<file path="src/inc/serial_port_regs.svh">
// Register offsets, bit positions, reset values and timing counts
// Assumes inclusion by the serial port design only
`ifndef SERIAL_PORT_REGS_SVH
`define SERIAL_PORT_REGS_SVH

// ----------------------------------------
// Register word offsets
// ----------------------------------------
`define OFF_CTRL 4'h0
`define OFF_STAT 4'h1
`define OFF_CLK_CTRL 4'h2
`define OFF_RX_DATA 4'h3
`define OFF_IRQ_STAT 4'h4
`define OFF_IRQ_MASK 4'h5
`define OFF_EVENTS 4'h6
`define OFF_ACK 4'h7

// ----------------------------------------
// Control field positions
// ----------------------------------------
`define CTRL_RX_ERROR_IRQ_EN 16
`define CTRL_CLK_POLARITY 15
`define CTRL_TIMER_RATE_BYPASS 14
`define CTRL_TIMER_IRQ_EN 13
`define CTRL_WRITE_MASK 24'h01FFFF

// ----------------------------------------
// Reset values
// ----------------------------------------
`define CTRL_RESET 24'h000000
`define CLK_CTRL_RESET 12'h000
`define IRQ_MASK_RESET 2'h0

// ----------------------------------------
// Timer chain
// ----------------------------------------
`define BAUD_DIV 4'hF
`define BAUD_HALF 4'h7
`define SLOW_DIV 5'h1F

// ----------------------------------------
// Status bit positions
// ----------------------------------------
`define STAT_OVERRUN 4
`define STAT_RX_FULL 2
`define STAT_FRAMING 6
`define STAT_PARITY 5

`endif

</file>
<file path="src/inc/serial_port_pkg.sv">
// Types shared by the serial port control block
// Assumes the register header is on the include path
package serial_port_pkg;

  typedef struct packed {
    logic rx_full_flag;
    logic parity_error_flag;
    logic framing_error_flag;
    logic overrun_flag;
  } rx_status_type;

  typedef struct packed {
    logic rx_exc_irq;
    logic timer_irq;
  } irq_bits_type;

  typedef enum logic [1:0] {
    rd_idle,
    rd_stat_seen
  } clear_seq_type;

endpackage : serial_port_pkg

</file>
<file path="src/design/serial_port.sv">
// Serial port control register, baud-rate timer and interrupt requests
// Assumes Avalon-MM master on clk_in; receiver status arrives as levels
//
// Decided for this implementation: the Avalon-MM register port and the address map.
`timescale 1ns/1ns
`include "serial_port_regs.svh"

module serial_port
  import serial_port_pkg::*;
(
  // Clock and reset
  input wire logic clk_in,
  input wire logic reset_n_in,
  input wire logic soft_reset_in,
  // Avalon-MM slave
  input wire logic [3:0] address_in,
  input wire logic read_in,
  input wire logic write_in,
  input wire logic [31:0] writedata_in,
  output logic [31:0] readdata_out,
  output logic waitrequest_out,
  // Receiver status
  input wire rx_status_type rx_status_in,
  input wire logic sync_mode_in,
  // Interrupt controller
  input wire logic timer_ack_in,
  output logic rx_exc_req_out,
  output logic timer_req_out,
  output logic irq_out,
  // Serial clock
  output logic serial_clk_out,
  output logic clk_polarity_out
);

  // ----------------------------------------
  // State
  // ----------------------------------------
  typedef struct packed {
    logic [23:0] ctrl;
    logic [11:0] clk_ctrl;
    logic [11:0] baud_cnt;
    logic [3:0] div16;
    logic [4:0] div32;
    logic baud_tick;
    logic timer_req;
    logic rx_exc_req;
    clear_seq_type seq;
    irq_bits_type irq_stat;
    irq_bits_type irq_mask;
    logic irq;
    logic bit_phase;
    logic serial_clk;
    logic ack_pending;
    logic [31:0] rdata;
  } state_type;

  state_type state_r;
  state_type state_nxt;
  logic acc;
  logic done;
  logic timer_event;
  logic exc_cond;
  logic soft_clear;

  // ----------------------------------------
  // Next state
  // ----------------------------------------
  always_comb begin
    state_nxt = state_r;
    acc = (read_in || write_in) && !state_r.ack_pending;
    soft_clear = soft_reset_in;
    timer_event = 1'b0;
    // Effects land only at the edge where waitrequest is seen low
    done = (read_in || write_in) && state_r.ack_pending;
    state_nxt.ack_pending = acc;
    state_nxt.rdata = 32'h00000000;
    // Baud counter and div16 free-run, independent of pin use; div32 holds while bypass is set
    state_nxt.baud_tick = 1'b0;
    if (state_r.baud_cnt == 12'h000) begin
      state_nxt.baud_cnt = state_r.clk_ctrl;
      state_nxt.baud_tick = 1'b1;
    end else begin
      state_nxt.baud_cnt = state_r.baud_cnt - 12'h001;
    end
    if (state_r.baud_tick) begin
      state_nxt.div16 = state_r.div16 + 4'h1;
      state_nxt.bit_phase = (state_r.div16 == `BAUD_HALF) ? 1'b1 :
        ((state_r.div16 == `BAUD_DIV) ? 1'b0 : state_r.bit_phase);
      if (state_r.div16 == `BAUD_DIV) begin
        if (state_r.ctrl[`CTRL_TIMER_RATE_BYPASS]) begin
          timer_event = 1'b1;
        end else begin
          state_nxt.div32 = state_r.div32 + 5'h01;
          timer_event = (state_r.div32 == `SLOW_DIV);
        end
      end
    end
    // Bypass must stay fixed while timer enabled, else divide phase is off
    if (timer_event && state_r.ctrl[`CTRL_TIMER_IRQ_EN]) begin
      state_nxt.timer_req = 1'b1;
    end else if (timer_ack_in) begin
      state_nxt.timer_req = 1'b0;
    end
    if (!state_r.ctrl[`CTRL_TIMER_IRQ_EN]) begin
      state_nxt.timer_req = 1'b0;
    end
    // Exception request and its status-then-data clearing sequence
    exc_cond = state_r.ctrl[`CTRL_RX_ERROR_IRQ_EN] && rx_status_in.rx_full_flag &&
      (rx_status_in.parity_error_flag || rx_status_in.framing_error_flag ||
      rx_status_in.overrun_flag);
    if (done && read_in && address_in == `OFF_STAT) begin
      state_nxt.seq = rd_stat_seen;
    end else if (done && read_in && address_in == `OFF_RX_DATA) begin
      state_nxt.seq = rd_idle;
    end
    if (done && read_in && address_in == `OFF_RX_DATA && state_r.seq == rd_stat_seen) begin
      state_nxt.rx_exc_req = 1'b0;
    end else begin
      state_nxt.rx_exc_req = exc_cond;
    end
    // Sticky status, set wins over write-one-to-clear
    if (done && write_in && address_in == `OFF_IRQ_STAT) begin
      state_nxt.irq_stat = state_r.irq_stat & ~irq_bits_type'(writedata_in[1:0]);
    end
    if (exc_cond) begin
      state_nxt.irq_stat.rx_exc_irq = 1'b1;
    end
    if (timer_event && state_r.ctrl[`CTRL_TIMER_IRQ_EN]) begin
      state_nxt.irq_stat.timer_irq = 1'b1;
    end
    state_nxt.irq = |(state_r.irq_stat & state_r.irq_mask);
    // Register writes
    if (done && write_in) begin
      case (address_in)
        `OFF_CTRL: state_nxt.ctrl = writedata_in[23:0] & `CTRL_WRITE_MASK;
        `OFF_CLK_CTRL: state_nxt.clk_ctrl = writedata_in[11:0];
        `OFF_IRQ_MASK: state_nxt.irq_mask = irq_bits_type'(writedata_in[1:0]);
        default: ;
      endcase
    end
    // Register reads
    if (acc && read_in) begin
      case (address_in)
        `OFF_CTRL: state_nxt.rdata = {8'h00, state_r.ctrl};
        `OFF_STAT: state_nxt.rdata = {25'h0000000, rx_status_in.framing_error_flag,
          rx_status_in.parity_error_flag, rx_status_in.overrun_flag, 1'b0,
          rx_status_in.rx_full_flag, 2'h0};
        `OFF_CLK_CTRL: state_nxt.rdata = {20'h00000, state_r.clk_ctrl};
        `OFF_RX_DATA: state_nxt.rdata = 32'h00000000;
        `OFF_IRQ_STAT: state_nxt.rdata = {30'h00000000, state_r.irq_stat};
        `OFF_IRQ_MASK: state_nxt.rdata = {30'h00000000, state_r.irq_mask};
        `OFF_EVENTS: state_nxt.rdata = {30'h00000000, state_r.rx_exc_req, state_r.timer_req};
        default: state_nxt.rdata = 32'h00000000;
      endcase
    end
    // Serial clock: polarity picks idle level and centred edge
    if (sync_mode_in) begin
      // Gated: toggles only while the transmitter is on, else idles
      state_nxt.serial_clk = !state_r.ctrl[`CTRL_CLK_POLARITY] ^ (state_r.ctrl[9] & state_r.bit_phase);
    end else begin
      state_nxt.serial_clk = state_r.ctrl[`CTRL_CLK_POLARITY] ? !state_r.bit_phase : state_r.bit_phase;
    end
    if (soft_clear) begin
      state_nxt.ctrl = `CTRL_RESET;
    end
  end

  // ----------------------------------------
  // Registers
  // ----------------------------------------
  always_ff @(posedge clk_in) begin
    if (!reset_n_in) begin
      state_r <= '0;
    end else begin
      state_r <= state_nxt;
    end
  end

  // ----------------------------------------
  // Outputs
  // ----------------------------------------
  assign readdata_out = state_r.rdata;
  assign waitrequest_out = !state_r.ack_pending;
  assign rx_exc_req_out = state_r.rx_exc_req;
  assign timer_req_out = state_r.timer_req;
  assign irq_out = state_r.irq;
  assign serial_clk_out = state_r.serial_clk;
  assign clk_polarity_out = state_r.ctrl[`CTRL_CLK_POLARITY];

endmodule : serial_port

</file>
<file path="config.mk">
export PLATFORM = sky130hd
export DESIGN_NAME = serial_port
export DESIGN_NICKNAME = d
export VERILOG_FILES = /design/src/inc/serial_port_pkg.sv /design/src/design/serial_port.sv
export VERILOG_INCLUDE_DIRS = /design/src /design/src/inc
export SDC_FILE = /design/constraint.sdc
export NUM_CORES = 1
export LEC_CHECK = 0
export BUFFER_PORTS_ARGS = -buffer_cell sky130_fd_sc_hd__buf_2
export CAP_MARGIN = 20
export CORE_MARGIN = 2
export CORE_UTILIZATION = 53
export CTS_BUF_LIST = sky130_fd_sc_hd__clkbuf_4 sky130_fd_sc_hd__clkbuf_8 sky130_fd_sc_hd__clkbuf_16
export CTS_CLUSTER_SIZE = 24
export DETAILED_ROUTE_END_ITERATION = 16
export PLACE_DENSITY = 0.79
export SYNTH_ARGS = -nofsm -noshare
export SYNTH_HDL_FRONTEND = slang
export SYNTH_SLANG_ARGS = --single-unit
</file>
<file path="constraint.sdc">
create_clock -name clk_in -period 2.7 [get_ports clk_in]
set_input_delay 0.27 -clock clk_in [delete_from_list [all_inputs] [get_ports clk_in]]
set_output_delay 0.27 -clock clk_in [all_outputs]
set_load 0.03 [all_outputs]
</file>
==> run metrics <==
status completed; die width between 80 and 90 um; Initial Utilization 0.548; post-synthesis cell area about 3500 um^2; Post-Layout Cell Count a little over 500; global-route wire length before repair between 10000 and 15000 um; pwr dens roughly 740 nW/um^2; endpoints failing setup 0; Slew headroom 0.494; clk buf depth 2; Post-CTS Setup Inserts 0; Reg clk slew, reported paths roughly 80 ps; period utilization 0.768; Placed Instances just under 500; cells along the critical path inv_1 -> ha_1 -> or3b_2 -> or4_4 -> o21ai_0 -> a21oi_1; initial antenna violation count 0; Hold Buf Count CTS 0; Tot Pwr 2.85 mW; Yosys Warn Count 0; Final Hold Vio Count 0; core area approximately 6300 um^2; I/O pin total between 80 and 90; Post-synth EDFFs 0; GPL Wtd Cong 0.834; Worst setup SP type flip-flop; Root Buffer clkbuf_8; post-synthesis area per instance 8.92 um^2; Seq cells post-synth between 70 and 80; vias per inst roughly 5.3; pre-CTS setup slack approximately 640 ps; post-synth top area cell dfxtp_1; M1 GR Usage 0.266; CTS HTree Levels 3; die area slightly above 7000 um^2; drt drc 0; CP Max Fanout 21; HPWL after detailed placement 5230 um; Avg WL per Cell ~14 um; initial DRC count ~140; num rows 29; post-route setup slack 627 ps; grt peak-use layer met2; Setup CP Type flip-flop to flip-flop; met2 track demand over resource 0.347; count of input and output buffers 54; post-layout util 0.606; Final Skew approximately 8.7 ps; sequential area share after synthesis 0.455; CTS tree done; Hold Path Class primary input to flip-flop; vias in the first global route 2556; top cells by area, synth dfxtp_1 45%, buf_4 7.1%, mux2i_1 6.9%; share of cells above drive strength 1 0.207; main flop type after synthesis dfxtp_1; max-cap violations 0; ANT cells 0; die height about 85 um; Slowest Stage Delay on Critical Path between 500 and 600 ps; Worst Path Required 2930 ps; ys async rst share 0; commonest cells after routing, fill and taps aside 79 x dfxtp_1, 54 x buf_2, 53 x nor2_1; arrival time at the worst endpoint ~2300 ps; pin count of the biggest net entering global routing 22; drt first pass iters 4; RSZ-0062 raised after global routing false; GR Util met3 0.0671; Max Fclk between 400 and 500 MHz; post-route minimum period approximately 2100 ps; DR vias roughly 2700; ANT nets after route 0; max-slew violation count 0; commonest non-fill, non-tap cell in the layout dfxtp_1; Syn Inst Count just under 400; CTS Sinks 79; crit end category flip-flop; slowest cell on the critical path or4_4; total grt overflow 0; total track usage 0.211; Distinct cells, synth between 40 and 50; total negative setup slack 0 ps; LEAKAGE ~1.5 nW; CTS buffer count 9; Routed WL between 7000 and 8000 um; Nets approximately 480; Max VDD drop between 400 and 500 uV; area grow syn2layout 10.6%; Synth top area share 0.455; post-CTS sizing 0; worst-skew pair later-pin latency 350 ps; Worst-Margin Slew between 700 and 800 ps
-- kinds of logic (layout without fill, tap and decap cells) --
kind of cell,count (synthesis),count (layout),synth area share
simple gates,146,146,0.199
xor+xnor,14,14,0.0353
flops,79,79,0.455
mux,24,24,0.0691
fa+ha+maj,5,5,0.0180
compound gates,65,65,0.121
other cells,1,15,0.00108
buf+inv,56,82,0.101
-- per-stage QoR --
| step | hold WS, ps | cell area (um^2) |
|---|---|---|
| finish | 152 | 3840 |
| global placement | 426 | 3630 |
| global route | 155 | 3840 |
| detailed placement | 437 | 3630 |
| CTS | 139 | 3840 |
| floorplan | 380 | 3530 |
-- path summary, 6_finish.rpt --
path	end	start	cells past startpoint	slack (ps)
setup / recovery	state_r[60]$_SDFF_PN0_	state_r[54]$_SDFF_PN0_	6	630
hold / removal	state_r[92]$_SDFFE_PP0P_	writedata_in[14]	3	150
setup reg to reg	state_r[60]$_SDFF_PN0_	state_r[54]$_SDFF_PN0_	6	630
hold reg to reg	state_r[79]$_SDFFE_PP0P_	state_r[79]$_SDFFE_PP0P_	2	460
-- flip-flops by register name, indices dropped and copies added (netlist names) --
register,count
serial_clk_out,1
irq_out,1
rx_exc_req_out,1
clk_polarity_out,1
timer_req_out,1
readdata_out,17
state_r,57
-- layer usage --
| metal | wire length (um) | up-vias |
|---|---|---|
| met5 | 0 | - |
| met4 | 71 | 0 |
| met3 | 420 | 8 |
| met2 | 3520 | 78 |
| met1 | 3260 | 1279 |
| li1 | - | 1346 |
-- final cells by class --
cell class / count / area, um^2
Clock buffer: 14 / 180
Clock inverter: 2 / 37.5
Fill cell: 548 / 2500
Inverter: 5 / 18.8
Multi-Input combinational cell: 269 / 1600
Sequential cell: 79 / 1580
Tap cell: 77 / 96.3
Timing Repair Buffer: 61 / 335
-- report_power, final --
| group | total (mW) | internal (mW) | switching (mW) | leakage, nW |
|---|---|---|---|---|
| Sequential | 1.31 | 1.24 | 0.0726 | 0.639 |
| Clock | 0.924 | 0.524 | 0.400 | 0.110 |
| Combinational | 0.617 | 0.266 | 0.350 | 0.799 |
| Total | 2.85 | 2.03 | 0.823 | 1.55 |
-- cells in the mapped netlist, types with 2 or more instances --
cell type / n
mux2i_1: 24
nand2_1: 45
and2_1: 6
a21oi_1: 29
o21ai_0: 12
nand4_1: 3
dfxtp_1: 79
a211oi_2: 5
inv_1: 5
or3_1: 5
buf_4: 33
a22oi_1: 7
buf_2: 3
nand4b_1: 2
buf_6: 2
nor3_1: 6
xnor2_1: 7
nand2b_1: 3
o21a_1: 2
ha_1: 5
nor2_1: 53
nor3b_1: 3
or4_4: 2
nor2b_1: 3
xor2_1: 7
nand3_1: 5
and3_1: 4
a31oi_1: 2
clkbuf_1: 12
-- worst max-delay path: cells and delay by family (launching register included) --
family	cells	cell delay, ps
simple gates	2	1060
flops	1	340
fa+ha+maj	1	170
compound gates	2	280
buf+inv	1	100
Note: power is estimated with default switching activity, not from simulation.
